`src/hw/dpio_pkg.sv`:
```
// package: register map, field positions, reset values and pin layout of the dual port pin block
package dpio_pkg;

    // byte addresses of the registers on the apb bus
    localparam logic [11:0] OFS_P1_DATA = 12'h000;
    localparam logic [11:0] OFS_P1_DIR = 12'h004;
    localparam logic [11:0] OFS_P1_PULL = 12'h008;
    localparam logic [11:0] OFS_P4_DATA = 12'h00c;
    localparam logic [11:0] OFS_P4_DIR = 12'h010;
    localparam logic [11:0] OFS_P4_PULL = 12'h014;
    localparam logic [11:0] OFS_AIDR = 12'h018;
    localparam logic [11:0] OFS_CTRL = 12'h01c;
    localparam logic [11:0] OFS_STAT = 12'h020;
    // read-modify-write views of the two data registers: always return the latch
    localparam logic [11:0] OFS_P1_LATCH = 12'h040;
    localparam logic [11:0] OFS_P4_LATCH = 12'h04c;

    // implemented bits of each register
    localparam logic [7:0] P1_MASK = 8'h39;
    localparam logic [7:0] P4_MASK = 8'hf0;
    localparam logic [7:0] AIDR_MASK = 8'hc0;
    localparam logic [7:0] CTRL_MASK = 8'h01;

    // field positions
    localparam int CTRL_SPL_BIT = 0;
    localparam int STAT_HIZ_BIT = 0;
    localparam int STAT_STBY_BIT = 1;
    localparam int AIDR_LOW_BIT = 6;
    localparam int AIDR_HIGH_BIT = 7;

    // reset values
    localparam logic [7:0] RST_LATCH = 8'h00;
    localparam logic [7:0] RST_DIR = 8'h00;
    localparam logic [7:0] RST_PULL = 8'h00;
    localparam logic [7:0] RST_AIDR = 8'h00;
    localparam logic [7:0] RST_CTRL = 8'h00;

    // pin index layout: 0..3 first port bits 0,3,4,5; 4..7 second port bits 4..7
    localparam int NPINS = 8;
    localparam logic [7:0] PIN_OPEN_DRAIN = 8'hc0;
    localparam logic [7:0] PIN_PULL_CAPABLE = 8'hfe;
    localparam logic [7:0] PIN_ANALOG = 8'h30;

endpackage

```
`src/hw/dpio_pin_cell.sv`:
```
// one pin: drive selection, open-drain release, pull-up gating and input blocking
`timescale 1ns/1ns
module dpio_pin_cell #(
    parameter logic OPEN_DRAIN = 1'b0,
    parameter logic PULL_CAPABLE = 1'b1
) (
    input wire logic pclk,
    input wire logic presetn,
    input wire logic latch,
    input wire logic dir,
    input wire logic pull,
    input wire logic periph_oe,
    input wire logic periph_out,
    input wire logic pin_level,
    input wire logic force_hiz,
    input wire logic keep_open,
    input wire logic digital_en,
    output logic pin_out,
    output logic pin_oe_n,
    output logic pullup_en,
    output logic din
);

    typedef struct packed {
        logic out;
        logic oe_n;
        logic pull;
        logic din;
    } dpio_cell_t;

    dpio_cell_t s_q;
    dpio_cell_t s_d;
    logic drive;
    logic value;

    ////////////////////////////////////////////////////////////////////////////
    // next state of the pin
    always_comb begin
        s_d = s_q;
        value = periph_oe ? periph_out : latch;
        drive = periph_oe | dir;
        if (OPEN_DRAIN && value) begin
            drive = 1'b0;
        end
        if (force_hiz) begin
            drive = 1'b0;
        end
        s_d.out = value;
        s_d.oe_n = ~drive;
        // a pull-up fighting a driven low only burns current
        s_d.pull = pull & PULL_CAPABLE & ~(drive & ~value);
        if (force_hiz && !keep_open) begin
            s_d.din = 1'b0;
        end else begin
            s_d.din = pin_level & digital_en;
        end
    end

    ////////////////////////////////////////////////////////////////////////////
    // state register; pin released while reset holds
    always_ff @(posedge pclk or negedge presetn) begin
        if (!presetn) begin
            s_q <= '{out: 1'b0, oe_n: 1'b1, pull: 1'b0, din: 1'b0};
        end else begin
            s_q <= s_d;
        end
    end

    assign pin_out = s_q.out;
    assign pin_oe_n = s_q.oe_n;
    assign pullup_en = s_q.pull;
    assign din = s_q.din;

endmodule

```
`src/hw/dpio_top.sv`:
```
// top: apb register file, pin mapping, read-back selection and interrupt forwarding of two ports
// How it works
// - direction bit 1 makes the pin an output driven from the latch bit
// - direction bit 0 makes an input; writes still update the latch, pin undriven
// - ordinary data read returns latch bits of output pins
// - ordinary data read returns the sampled pin level for input pins
// - read-modify-write reads always return the latch value
// - an enabled peripheral output drives the pin instead of the latch
// - while a peripheral drives, ordinary reads return the real pin level
// - reset clears all direction bits, every pin becomes an input
// - reset clears analog-disable bits, so analog-shared pins start digitally blocked
// - standby bit set plus stop or watch forces every pin high impedance
// - in forced standby high impedance each digital input without a kept-open interrupt input is held low
// - pins with an enabled interrupt input keep their input open in standby
// - standby bit clear leaves pins untouched in stop or watch
// - interrupt-capable pin levels always reach the interrupt circuit
// - pull-up bit 1 enables the internal pull-up
// - pull-up is forced off while the pin drives low
// - open-drain pins release to high impedance for a latch value of 1
// - first port pull-up bit 0 is read-write but does nothing
// - first port pins sit on bits 5, 4, 3 and 0; others unused
// - second port uses bits 7..4; analog-disable bits 7, 6, 1 means digital
`timescale 1ns/1ns
module dpio_top (
    input wire logic pclk,
    input wire logic presetn,
    // apb slave
    input wire logic psel,
    input wire logic penable,
    input wire logic pwrite,
    input wire logic [11:0] paddr,
    input wire logic [31:0] pwdata,
    input wire logic [3:0] pstrb,
    output logic [31:0] prdata,
    output logic pready,
    output logic pslverr,
    // standby state from the clock controller
    input wire logic standby_active,
    // interrupt input enables from the external interrupt circuit
    input wire logic ext_irq_enable_a,
    input wire logic ext_irq_enable_b,
    input wire logic ext_irq_enable_c,
    input wire logic ext_irq_enable_d,
    input wire logic ext_irq_enable_e,
    input wire logic ext_irq_control_zero,
    input wire logic irq_pin_select_control,
    // shared peripheral outputs, pin index order
    input wire logic [7:0] periph_oe,
    input wire logic [7:0] periph_out,
    // package pins, pin index order
    input wire logic [7:0] pin_in,
    output logic [7:0] pin_out,
    output logic [7:0] pin_oe_n,
    output logic [7:0] pullup_en,
    // gated digital input towards peripherals
    output logic [7:0] port_din,
    // levels towards the external interrupt circuit
    output logic ext_irq_line_a,
    output logic ext_irq_line_b,
    output logic ext_irq_line_c,
    output logic ext_irq_line_d,
    output logic ext_irq_line_e,
    output logic debug_timer_clock_pin
);

    typedef struct packed {
        logic [7:0] p1_latch;
        logic [7:0] p1_dir;
        logic [7:0] p1_pull;
        logic [7:0] p4_latch;
        logic [7:0] p4_dir;
        logic [7:0] p4_pull;
        logic [7:0] aidr;
        logic [7:0] ctrl;
        logic [7:0] sync1;
        logic [7:0] sync2;
        logic [7:0] rdata;
        logic err;
    } dpio_state_t;

    dpio_state_t s_q;
    dpio_state_t s_d;

    logic setup_ph;
    logic write_ph;
    logic force_hiz;
    logic [7:0] pin_latch;
    logic [7:0] pin_dir;
    logic [7:0] pin_pull;
    logic [7:0] keep_open;
    logic [7:0] digital_en;
    logic [7:0] din;
    logic [7:0] pin_view;
    logic [7:0] rd_word;
    logic rd_ok;

    ////////////////////////////////////////////////////////////////////////////
    // pin mapping functions

    // gather the two port bytes into pin index order
    function automatic logic [7:0] to_pins(input logic [7:0] p1, input logic [7:0] p4);
        to_pins = {p4[7:4], p1[5:3], p1[0]};
    endfunction

    // scatter a pin vector back onto the first port byte
    function automatic logic [7:0] pins_to_p1(input logic [7:0] v);
        pins_to_p1 = {2'h0, v[3:1], 2'h0, v[0]};
    endfunction

    // scatter a pin vector back onto the second port byte
    function automatic logic [7:0] pins_to_p4(input logic [7:0] v);
        pins_to_p4 = {v[7:4], 4'h0};
    endfunction

    // masked byte write used by every register
    function automatic logic [7:0] wr_byte(input logic [7:0] old, input logic [7:0] nw,
                                           input logic [7:0] mask);
        wr_byte = (old & ~mask) | (nw & mask);
    endfunction

    ////////////////////////////////////////////////////////////////////////////
    // bus phases; no wait states, so the access phase always completes
    assign setup_ph = psel & ~penable;
    assign write_ph = psel & penable & pwrite & pstrb[0];
    assign pready = 1'b1;
    assign prdata = {24'h0, s_q.rdata};
    assign pslverr = psel & penable & s_q.err;

    ////////////////////////////////////////////////////////////////////////////
    // per-pin control vectors
    assign pin_latch = to_pins(s_q.p1_latch, s_q.p4_latch);
    assign pin_dir = to_pins(s_q.p1_dir, s_q.p4_dir);
    assign pin_pull = to_pins(s_q.p1_pull, s_q.p4_pull);

    // standby hold only when software armed it and the chip is really stopped
    assign force_hiz = s_q.ctrl[dpio_pkg::CTRL_SPL_BIT] & standby_active;

    // inputs that must stay open during standby for wake-up
    assign keep_open[0] = ext_irq_control_zero & irq_pin_select_control;
    assign keep_open[1] = ext_irq_enable_c;
    assign keep_open[2] = ext_irq_enable_b;
    assign keep_open[3] = ext_irq_enable_a;
    assign keep_open[5:4] = 2'h0;
    assign keep_open[6] = ext_irq_enable_d;
    assign keep_open[7] = ext_irq_enable_e;

    // analog-shared pins pass digital input only when their disable bit is 1
    assign digital_en = ~dpio_pkg::PIN_ANALOG |
        {2'h0, s_q.aidr[dpio_pkg::AIDR_HIGH_BIT], s_q.aidr[dpio_pkg::AIDR_LOW_BIT], 4'h0};

    ////////////////////////////////////////////////////////////////////////////
    // pin cells
    generate
        for (genvar i = 0; i < dpio_pkg::NPINS; i++) begin : g_pin
            dpio_pin_cell #(
                .OPEN_DRAIN(dpio_pkg::PIN_OPEN_DRAIN[i]),
                .PULL_CAPABLE(dpio_pkg::PIN_PULL_CAPABLE[i])
            ) u_cell (
                .pclk(pclk),
                .presetn(presetn),
                .latch(pin_latch[i]),
                .dir(pin_dir[i]),
                .pull(pin_pull[i]),
                .periph_oe(periph_oe[i]),
                .periph_out(periph_out[i]),
                .pin_level(s_q.sync2[i]),
                .force_hiz(force_hiz),
                .keep_open(keep_open[i]),
                .digital_en(digital_en[i]),
                .pin_out(pin_out[i]),
                .pin_oe_n(pin_oe_n[i]),
                .pullup_en(pullup_en[i]),
                .din(din[i])
            );
        end
    endgenerate

    assign port_din = din;

    ////////////////////////////////////////////////////////////////////////////
    // ordinary read view: latch for plain outputs, pin level otherwise
    // the pin level seen here is already gated, so a blocked or analog input reads 0
    assign pin_view = (pin_dir & ~periph_oe & pin_latch) |
                      (~(pin_dir & ~periph_oe) & din);

    ////////////////////////////////////////////////////////////////////////////
    // read multiplexer; unused bits read as zero
    always_comb begin
        rd_word = 8'h00;
        rd_ok = 1'b1;
        case (paddr)
            dpio_pkg::OFS_P1_DATA: begin
                rd_word = pins_to_p1(pin_view);
            end
            dpio_pkg::OFS_P4_DATA: begin
                rd_word = pins_to_p4(pin_view);
            end
            dpio_pkg::OFS_P1_LATCH: begin
                rd_word = s_q.p1_latch;
            end
            dpio_pkg::OFS_P4_LATCH: begin
                rd_word = s_q.p4_latch;
            end
            dpio_pkg::OFS_P1_DIR: begin
                rd_word = s_q.p1_dir;
            end
            dpio_pkg::OFS_P4_DIR: begin
                rd_word = s_q.p4_dir;
            end
            dpio_pkg::OFS_P1_PULL: begin
                rd_word = s_q.p1_pull;
            end
            dpio_pkg::OFS_P4_PULL: begin
                rd_word = s_q.p4_pull;
            end
            dpio_pkg::OFS_AIDR: begin
                rd_word = s_q.aidr;
            end
            dpio_pkg::OFS_CTRL: begin
                rd_word = s_q.ctrl;
            end
            dpio_pkg::OFS_STAT: begin
                rd_word[dpio_pkg::STAT_HIZ_BIT] = force_hiz;
                rd_word[dpio_pkg::STAT_STBY_BIT] = standby_active;
            end
            default: begin
                rd_ok = 1'b0;
            end
        endcase
    end

    ////////////////////////////////////////////////////////////////////////////
    // next state: synchroniser, register writes, registered read data
    always_comb begin
        s_d = s_q;
        // two stages before any logic sees a pin
        s_d.sync1 = pin_in;
        s_d.sync2 = s_q.sync1;
        // writes land at the access edge, pin cells follow one edge later
        if (write_ph) begin
            case (paddr)
                dpio_pkg::OFS_P1_DATA, dpio_pkg::OFS_P1_LATCH: begin
                    s_d.p1_latch = wr_byte(s_q.p1_latch, pwdata[7:0], dpio_pkg::P1_MASK);
                end
                dpio_pkg::OFS_P4_DATA, dpio_pkg::OFS_P4_LATCH: begin
                    s_d.p4_latch = wr_byte(s_q.p4_latch, pwdata[7:0], dpio_pkg::P4_MASK);
                end
                dpio_pkg::OFS_P1_DIR: begin
                    s_d.p1_dir = wr_byte(s_q.p1_dir, pwdata[7:0], dpio_pkg::P1_MASK);
                end
                dpio_pkg::OFS_P4_DIR: begin
                    s_d.p4_dir = wr_byte(s_q.p4_dir, pwdata[7:0], dpio_pkg::P4_MASK);
                end
                dpio_pkg::OFS_P1_PULL: begin
                    // bit 0 is stored even though its pin has no pull-up
                    s_d.p1_pull = wr_byte(s_q.p1_pull, pwdata[7:0], dpio_pkg::P1_MASK);
                end
                dpio_pkg::OFS_P4_PULL: begin
                    s_d.p4_pull = wr_byte(s_q.p4_pull, pwdata[7:0], dpio_pkg::P4_MASK);
                end
                dpio_pkg::OFS_AIDR: begin
                    s_d.aidr = wr_byte(s_q.aidr, pwdata[7:0], dpio_pkg::AIDR_MASK);
                end
                dpio_pkg::OFS_CTRL: begin
                    s_d.ctrl = wr_byte(s_q.ctrl, pwdata[7:0], dpio_pkg::CTRL_MASK);
                end
                default: begin
                    s_d.ctrl = s_q.ctrl; // status and unmapped writes are dropped
                end
            endcase
        end
        // read data captured in the setup cycle so prdata comes from a flop
        if (setup_ph) begin
            s_d.rdata = pwrite ? 8'h00 : rd_word;
            s_d.err = ~rd_ok;
        end
    end

    ////////////////////////////////////////////////////////////////////////////
    // state register
    always_ff @(posedge pclk or negedge presetn) begin
        if (!presetn) begin
            s_q.p1_latch <= dpio_pkg::RST_LATCH;
            s_q.p1_dir <= dpio_pkg::RST_DIR;
            s_q.p1_pull <= dpio_pkg::RST_PULL;
            s_q.p4_latch <= dpio_pkg::RST_LATCH;
            s_q.p4_dir <= dpio_pkg::RST_DIR;
            s_q.p4_pull <= dpio_pkg::RST_PULL;
            s_q.aidr <= dpio_pkg::RST_AIDR;
            s_q.ctrl <= dpio_pkg::RST_CTRL;
            s_q.sync1 <= 8'h00;
            s_q.sync2 <= 8'h00;
            s_q.rdata <= 8'h00;
            s_q.err <= 1'b0;
        end else begin
            s_q <= s_d;
        end
    end

    ////////////////////////////////////////////////////////////////////////////
    // interrupt levels bypass direction, blocking and analog gating
    assign ext_irq_line_a = s_q.sync2[3];
    assign ext_irq_line_b = s_q.sync2[2];
    assign ext_irq_line_c = s_q.sync2[1];
    assign ext_irq_line_d = s_q.sync2[6];
    assign ext_irq_line_e = s_q.sync2[7];
    assign debug_timer_clock_pin = s_q.sync2[0];

endmodule

```
`config.mk`:
```
export PLATFORM = sky130hd
export DESIGN_NAME = dpio_top
export DESIGN_NICKNAME = d
export VERILOG_FILES = /design/src/hw/dpio_pkg.sv /design/src/hw/dpio_pin_cell.sv /design/src/hw/dpio_top.sv
export SDC_FILE = /design/constraint.sdc
export NUM_CORES = 1
export LEC_CHECK = 0
export ABC_AREA = 1
export BUFFER_PORTS_ARGS = -buffer_cell sky130_fd_sc_hd__clkbuf_2
export CAP_MARGIN = 15
export CELL_PAD_IN_SITES_DETAIL_PLACEMENT = 0
export CELL_PAD_IN_SITES_GLOBAL_PLACEMENT = 1
export CORE_MARGIN = 4
export CORE_UTILIZATION = 38
export DETAILED_ROUTE_END_ITERATION = 10
export GPL_TIMING_DRIVEN = 0
export HOLD_SLACK_MARGIN = 0.1
export PLACE_DENSITY = 0.88
export SETUP_SLACK_MARGIN = 0.2
export SLEW_MARGIN = 10
export SYNTH_ARGS = -nofsm -noshare
export SYNTH_HDL_FRONTEND = slang
export SYNTH_SLANG_ARGS = --single-unit
export TNS_END_PERCENT = 5
```
`constraint.sdc`:
```
create_clock -name pclk -period 2.7 [get_ports pclk]
set_clock_uncertainty 0.15 [all_clocks]
set_input_delay 0.405 -clock pclk [delete_from_list [all_inputs] [get_ports pclk]]
set_output_delay 0.405 -clock pclk [all_outputs]
set_load 0.02 [all_outputs]
```
==> flow_metrics.tcl, run 1 <==
set metrics [dict create \
    worst_skew_pair.late_latency_ns 0.36 \
    finalWeightedCongestion 0.889 \
    totalPowerFinal_w 0.00241 \
    vias_after_detailed_routing 3469 \
    setup.worst_path.end_class "register" \
    power_per_cell_area_nw_per_um2 462 \
    static-leakage-power_nw 2.84 \
    grt_first_pass_wirelength_um 16400 \
    routed_wire_length_per_instance_um 13.0 \
    numClockSinks 83 \
    antenna_found_initial 0 \
    setup-violations-final 0 \
    grt_max_degree 47 \
    critical_path_class "register to register" \
    most-common-layout-cells "121 x sky130_fd_sc_hd__nand2_1, 100 x sky130_fd_sc_hd__clkbuf_2, 75 x sky130_fd_sc_hd__dfrtp_1" \
    ys_ff_latch 83 \
    port_buffers 101 \
    fill_cells 1016 \
    boundaryPins 157 \
    cts_tree "built" \
    path_clk_slew_ns 0.08 \
    area_growth_synth_to_finish_pct 27.5 \
    via_count_of_the_first_global_routing_pass 3391 \
    postSynthAreaPerCell_sq_um 8.47 \
    min-delay-path-class "input port to register" \
    drt-pass1-iter-count 4 \
    global_route.overflow_total 0 \
    route.final.wire_length_um 10100 \
    outcome "complete, no violations" \
    timing.setup.tns_ns 0 \
    die-area_sq_um 12500 \
    timing_worst_slew_pin_value_ns 0.726 \
    drt_drc_violations_left 0 \
    cts_setup_buffers 0 \
    floorplan.initialDensity_pct 39.2 \
    global_route.usage.total_pct 16.5 \
    final.min_clock_period_ns 1.95 \
    ctsLongestPathBuffers 2 \
    seq_area_frac_synth_pct 51.1 \
    floorplan.die.width_um 112 \
    drv.max_cap_violation_count 0 \
    detail-route-antenna-nets 0 \
    timing.final.hold_violations 0 \
    mostFrequentLayoutCell "sky130_fd_sc_hd__nand2_1" \
    max-vdd-ir-drop_v 0.000303 \
    floorplan.rows 37 \
    cp_arrival_ns 2.05 \
    synth_cell_types 30 \
    worst_path_required_ns 2.80 \
    iter_0_drt_violations 202 \
    core_region_area_sq_um 10400 \
    rsz0062_at_grt "no" \
    cts-htree-levels 3 \
    max-slew-margin-rel_pct 51.6 \
    whs_path_depth 3 \
    syn-cell-area_sq_um 4080 \
    critPathMaxFanout 10 \
    final_net_count 718 \
    critical_path.startpoint_type "register" \
    dpl.hpwl_um 7630 \
    die_height_um 112 \
    insertedDiodeCount 0 \
    fin_crit_sh_pct 72.1 \
    vias_per_cell 4.48 \
    clk_root_buffer_cell "sky130_fd_sc_hd__clkbuf_8" \
    cells_after_synth 482 \
    fmax_ghz 0.514 \
    synthesis.yosys.warnings 0 \
    drive_above_1_share_pct 32.4 \
    tritoncts.num_buffers 9 \
    r2r_cells 4 \
    finalMaxSlewViolations 0 \
]
[cells by family after synthesis]
family / Yosys count / synth area share (%)
buffers and inverters: 117 / 17.0
AO/OA/AOI/OAI: 64 / 8.82
AND/OR/NAND/NOR: 216 / 22.9
other: 2 / 0.184
flip-flops: 83 / 51.1
[worst paths after layout]
path	end	start	slack (ns)
max	g_pin[1].u_cell.pullup_en	s_q[25]	0.75
min	g_pin[0].u_cell.pin_out	periph_out[0]	0.11
max reg2reg	g_pin[1].u_cell.pullup_en	s_q[25]	0.75
min reg2reg	ext_irq_line_c	s_d[10]	0.20
max in group asynchronous	g_pin[3].u_cell.pin_oe_n	presetn	1.29
min in group asynchronous	g_pin[7].u_cell.pullup_en	presetn	0.44
[metal layers]
layer / up-vias / GRT usage (%) / wire [um]
met5: - / 0 / 0
met4: 0 / 4.87 / 209
met3: 16 / 4.73 / 713
met2: 120 / 26.9 / 4720
met1: 1587 / 21.3 / 4420
li1: 1746 / - / -
[per-stage QoR]
stage                     setup slack (ns)  utilization, %  hold slack (ns)  cells  area [sq um]
after CTS                            0.731            50.0            0.100    774          5210
after detailed placement             0.628            46.8            0.187    744          4880
after global routing                 0.595            50.0            0.100    774          5210
after floorplan                       1.15               -          -0.0406    506          4170
final                                0.753            50.0            0.110    774          5210
after global placement               0.268            46.6            0.182    743          4850
[synthesized netlist by cell type]
master                     instances  area share, %
sky130_fd_sc_hd__o22ai_1           1           0.15
sky130_fd_sc_hd__nand2_2           1           0.15
sky130_fd_sc_hd__nand4_1           8            1.2
sky130_fd_sc_hd__dfrtp_1          75             46
sky130_fd_sc_hd__clkbuf_1          1          0.092
sky130_fd_sc_hd__nand4_2           1           0.31
sky130_fd_sc_hd__clkinv_1          1          0.092
sky130_fd_sc_hd__nand2_1         121             11
sky130_fd_sc_hd__buf_2             1           0.12
sky130_fd_sc_hd__o21ai_2           1           0.21
sky130_fd_sc_hd__nor3_1            2           0.25
sky130_fd_sc_hd__a21boi_0          1           0.18
sky130_fd_sc_hd__o21bai_1          2           0.37
sky130_fd_sc_hd__nand3_1          34            4.2
sky130_fd_sc_hd__conb_1            2           0.18
sky130_fd_sc_hd__buf_6             1           0.28
sky130_fd_sc_hd__inv_1            46            4.2
sky130_fd_sc_hd__o31ai_1           1           0.18
sky130_fd_sc_hd__nand3_2           1           0.25
sky130_fd_sc_hd__nor2_4            1           0.28
sky130_fd_sc_hd__o21ai_0          45            5.5
sky130_fd_sc_hd__inv_2             1          0.092
sky130_fd_sc_hd__dfstp_2           8            5.1
sky130_fd_sc_hd__nor2_1           38            3.5
sky130_fd_sc_hd__o21a_1           10            1.8
sky130_fd_sc_hd__a21oi_1           3           0.37
sky130_fd_sc_hd__buf_4            66             12
sky130_fd_sc_hd__nor3_4            1           0.40
sky130_fd_sc_hd__nor2_2            6           0.92
sky130_fd_sc_hd__and2_1            2           0.31
[worst max-delay path: stages, from the launching register on]
cell	delay (ns)
sky130_fd_sc_hd__dfrtp_1	0.40
sky130_fd_sc_hd__nand2_1	0.22
sky130_fd_sc_hd__clkbuf_1	0.59
sky130_fd_sc_hd__o21ai_0	0.25
sky130_fd_sc_hd__o21a_1	0.23
[sequential cells by signal, summed over array words and instances, names as in the netlist]
register	cells
g_pin.u_cell.pin_oe_n	8
s_q	4
g_pin.u_cell.pin_out	8
prdata	8
debug_timer_clock_pin	1
pin_dir	8
ext_irq_line_e	1
pin_pull	8
s_d	8
g_pin.u_cell.din	8
ext_irq_line_d	1
ext_irq_line_b	1
g_pin.u_cell.pullup_en	7
ext_irq_line_a	1
digital_en	2
pin_latch	8
ext_irq_line_c	1
[power by group]
part           switching (W)  leakage, nW  internal (W)
Clock               0.000450       0.0851      0.000364
Combinational       0.000175         1.68      0.000126
Sequential         0.0000112         1.07       0.00128
Total               0.000637         2.84       0.00177
[repair_timing]
item / CTS / global route
hold endpoints to repair: 47 / 0
hold buffers: 14 / 0
gates resized for setup: 0 / 0
[final cells by class]
class / count / area (sq um) / area share, %
sequential: 83 / 2090 / 40.1
multi-input combinational: 306 / 1390 / 26.7
timing repair buffer: 116 / 676 / 13.0
buffer: 69 / 515 / 9.90
inverter: 48 / 180 / 3.46
tap: 136 / 170 / 3.27
clock buffer: 10 / 138 / 2.64
clock inverter: 6 / 48.8 / 0.937
Note: power is estimated with default switching activity, not from simulation.
==> run 2, diff against run 1 <==
- CORE_UTILIZATION: 38 -> 32
- PLACE_DENSITY: 0.88 -> 0.8
- clock period: 2.7 -> 1.6 ns (I/O delays scaled with it)
==> flow_metrics.tcl, run 2 (same netlist as run 1, synthesis figures left out) <==
set metrics [dict create \
    outcome "complete, no violations" \
    cp_arrival_ns 1.06 \
    global_route.overflow_total 0 \
    port_buffers 101 \
    drv.max_cap_violation_count 0 \
    crit_path_top_delay_cell "sky130_fd_sc_hd__dfstp_2" \
    floorplan.rows 41 \
    finalMaxSlewViolations 0 \
    rsz0062_at_grt "yes" \
    crit-reg2reg-capture "g_pin[1].u_cell.pullup_en" \
    timing_worst_slew_pin_value_ns 0.513 \
    finalWeightedCongestion 0.796 \
    via_count_of_the_first_global_routing_pass 3673 \
    cts_setup_buffers 0 \
    route.final.wire_length_um 11000 \
    setup-violations-final 0 \
    numClockSinks 83 \
    routed_wire_length_per_instance_um 13.2 \
    detail-route-antenna-nets 0 \
    slowest_delay_ns 0.52 \
    floorplan.die.width_um 121 \
    clk_root_buffer_cell "sky130_fd_sc_hd__clkbuf_16" \
    path_clk_slew_ns 0.06 \
    drive_above_1_share_pct 33.4 \
    logic_depth_of_the_worst_path_buffers_included 2 \
    totalPowerFinal_w 0.00501 \
    postLayoutCellArea_sq_um 5860 \
    die_height_um 121 \
    floorplan.initialDensity_pct 32.5 \
    reg2reg_slack_ns 0.25 \
    grt_max_degree 50 \
    insertedDiodeCount 0 \
    post_dp_cell_area_sq_um 4920 \
    final.setup.worst_slack_ns 0.154 \
    antenna_found_initial 0 \
    max-slew-margin-rel_pct 65.8 \
    drt-pass1-iter-count 4 \
    cts-htree-levels 3 \
    path_buf_inv 2 \
    ctsLongestPathBuffers 2 \
    vias_after_detailed_routing 3599 \
    die-area_sq_um 14600 \
    dpl.hpwl_um 8110 \
    cts_tree "built" \
    iter_0_drt_violations 108 \
    placement.setup.worst_slack_ns -0.496 \
    global_route.usage.total_pct 15.7 \
    fin_crit_sh_pct 90.4 \
    final.min_clock_period_ns 1.45 \
    whs_path_depth 3 \
    most-common-layout-cells "117 x sky130_fd_sc_hd__nand2_1, 91 x sky130_fd_sc_hd__clkbuf_2, 75 x sky130_fd_sc_hd__dfrtp_1" \
    min-delay-path-class "input port to register" \
    area_growth_synth_to_finish_pct 43.5 \
    timing.critical_path.max_delay_family "flip-flops" \
    critPathMaxFanout 1 \
    timing.final.hold_violations 0 \
    drt_drc_violations_left 0 \
    boundaryPins 157 \
    crit_path_cell_trace "buf_4 -> buf_8" \
    static-leakage-power_nw 3.09 \
    power_per_cell_area_nw_per_um2 855 \
    min-delay-start "standby_active" \
    worstHoldEndpoint "g_pin[4].u_cell.pin_oe_n" \
    mostFrequentLayoutCell "sky130_fd_sc_hd__nand2_1" \
    core_region_area_sq_um 12600 \
    worst_skew_pair.late_latency_ns 0.34 \
    critical_path_class "register to output port" \
    vias_per_cell 4.29 \
    worst_path_required_ns 1.21 \
    grt_first_pass_wirelength_um 17600 \
    rr_startpoint "s_q[25]" \
    final_net_count 747 \
    tritoncts.num_buffers 9 \
    critical_path.startpoint_type "register" \
    max-vdd-ir-drop_v 0.000436 \
    r2r_cells 4 \
    setup.worst_path.end_class "output port" \
    fmax_ghz 0.691 \
]
run 2: cell count changes in the layout (fill, tap and decap cells not counted), moves of 4 or more:
cell | previous run | this run
sky130_fd_sc_hd__dlygate4sd3_1 | 14 | 43
sky130_fd_sc_hd__clkbuf_16 | 0 | 10
sky130_fd_sc_hd__clkbuf_8 | 10 | 0
sky130_fd_sc_hd__clkbuf_2 | 100 | 91
sky130_fd_sc_hd__buf_8 | 0 | 8
sky130_fd_sc_hd__nor2_1 | 38 | 32
sky130_fd_sc_hd__buf_6 | 1 | 5
sky130_fd_sc_hd__nand2_1 | 121 | 117
sky130_fd_sc_hd__nor2_4 | 1 | 5
run 2: through the flow:
stage / setup TNS (ns) / util [%] / cells / hold slack, ns
after floorplan: 0 / - / 506 / -0.206
after global placement: -60.31 / 38.9 / 779 / 0.182
after detailed placement: -8.72 / 39.2 / 780 / 0.119
after CTS: 0 / 45.8 / 837 / -0.0358
after global routing: 0 / 46.6 / 839 / 0.137
final: 0 / 46.6 / 839 / 0.128
run 2: how the worst max path moves through the flow:
| stage | start | to | slack [ns] |
|---|---|---|---|
| after floorplan | paddr[11] | prdata[4] | 0.26 |
| after CTS | g_pin[6].u_cell.pin_oe_n | pin_oe_n[6] | 0.11 |
| final | g_pin[4].u_cell.pin_oe_n | pin_oe_n[4] | 0.15 |
| after global placement | presetn | s_d[16] | -0.69 |
| after global routing | s_q[0] | pslverr | 0.12 |
| after detailed placement | s_q[25] | g_pin[2].u_cell.pullup_en | -0.50 |
run 2: report_power, final:
| group | switching, W | leakage, nW | internal [W] |
|---|---|---|---|
| Combinational | 0.000320 | 1.87 | 0.000286 |
| Clock | 0.000857 | 0.149 | 0.00137 |
| Sequential | 0.0000196 | 1.07 | 0.00216 |
| Total | 0.00120 | 3.09 | 0.00381 |
run 2: area by class of cell:
cell class / count / area, sq um
fill: 1223 / 6710
buffer: 69 / 552
multi-input combinational: 306 / 1460
timing repair buffer: 145 / 1050
sequential: 83 / 2090
tap: 172 / 215
inverter: 48 / 180
clock inverter: 6 / 88.8
clock buffer: 10 / 229
run 2: layer usage:
layer  track usage, %  part of all wire (%)  up-vias
li1                 -                     -     1805
met1             18.7                    41     1664
met2             27.1                    50      112
met3             3.40                   6.7       18
met4             6.73                   2.5        0
met5                0                     0        -
run 2: what timing repair did:
action                                  4_1_cts  5_1_grt
resized for setup                            24       33
hold buffers                                 41        2
endpoints found under the hold margin        87        2
pin swaps                                     0        1
endpoints found under the setup margin       49       65
run 2: worst register-to-register path, delay by kind of cell (launching register included):
family	cells	cell delay (ns)
flops	1	0.42
compound gates	2	0.33
simple gates	1	0.15
buf+inv	1	0.19
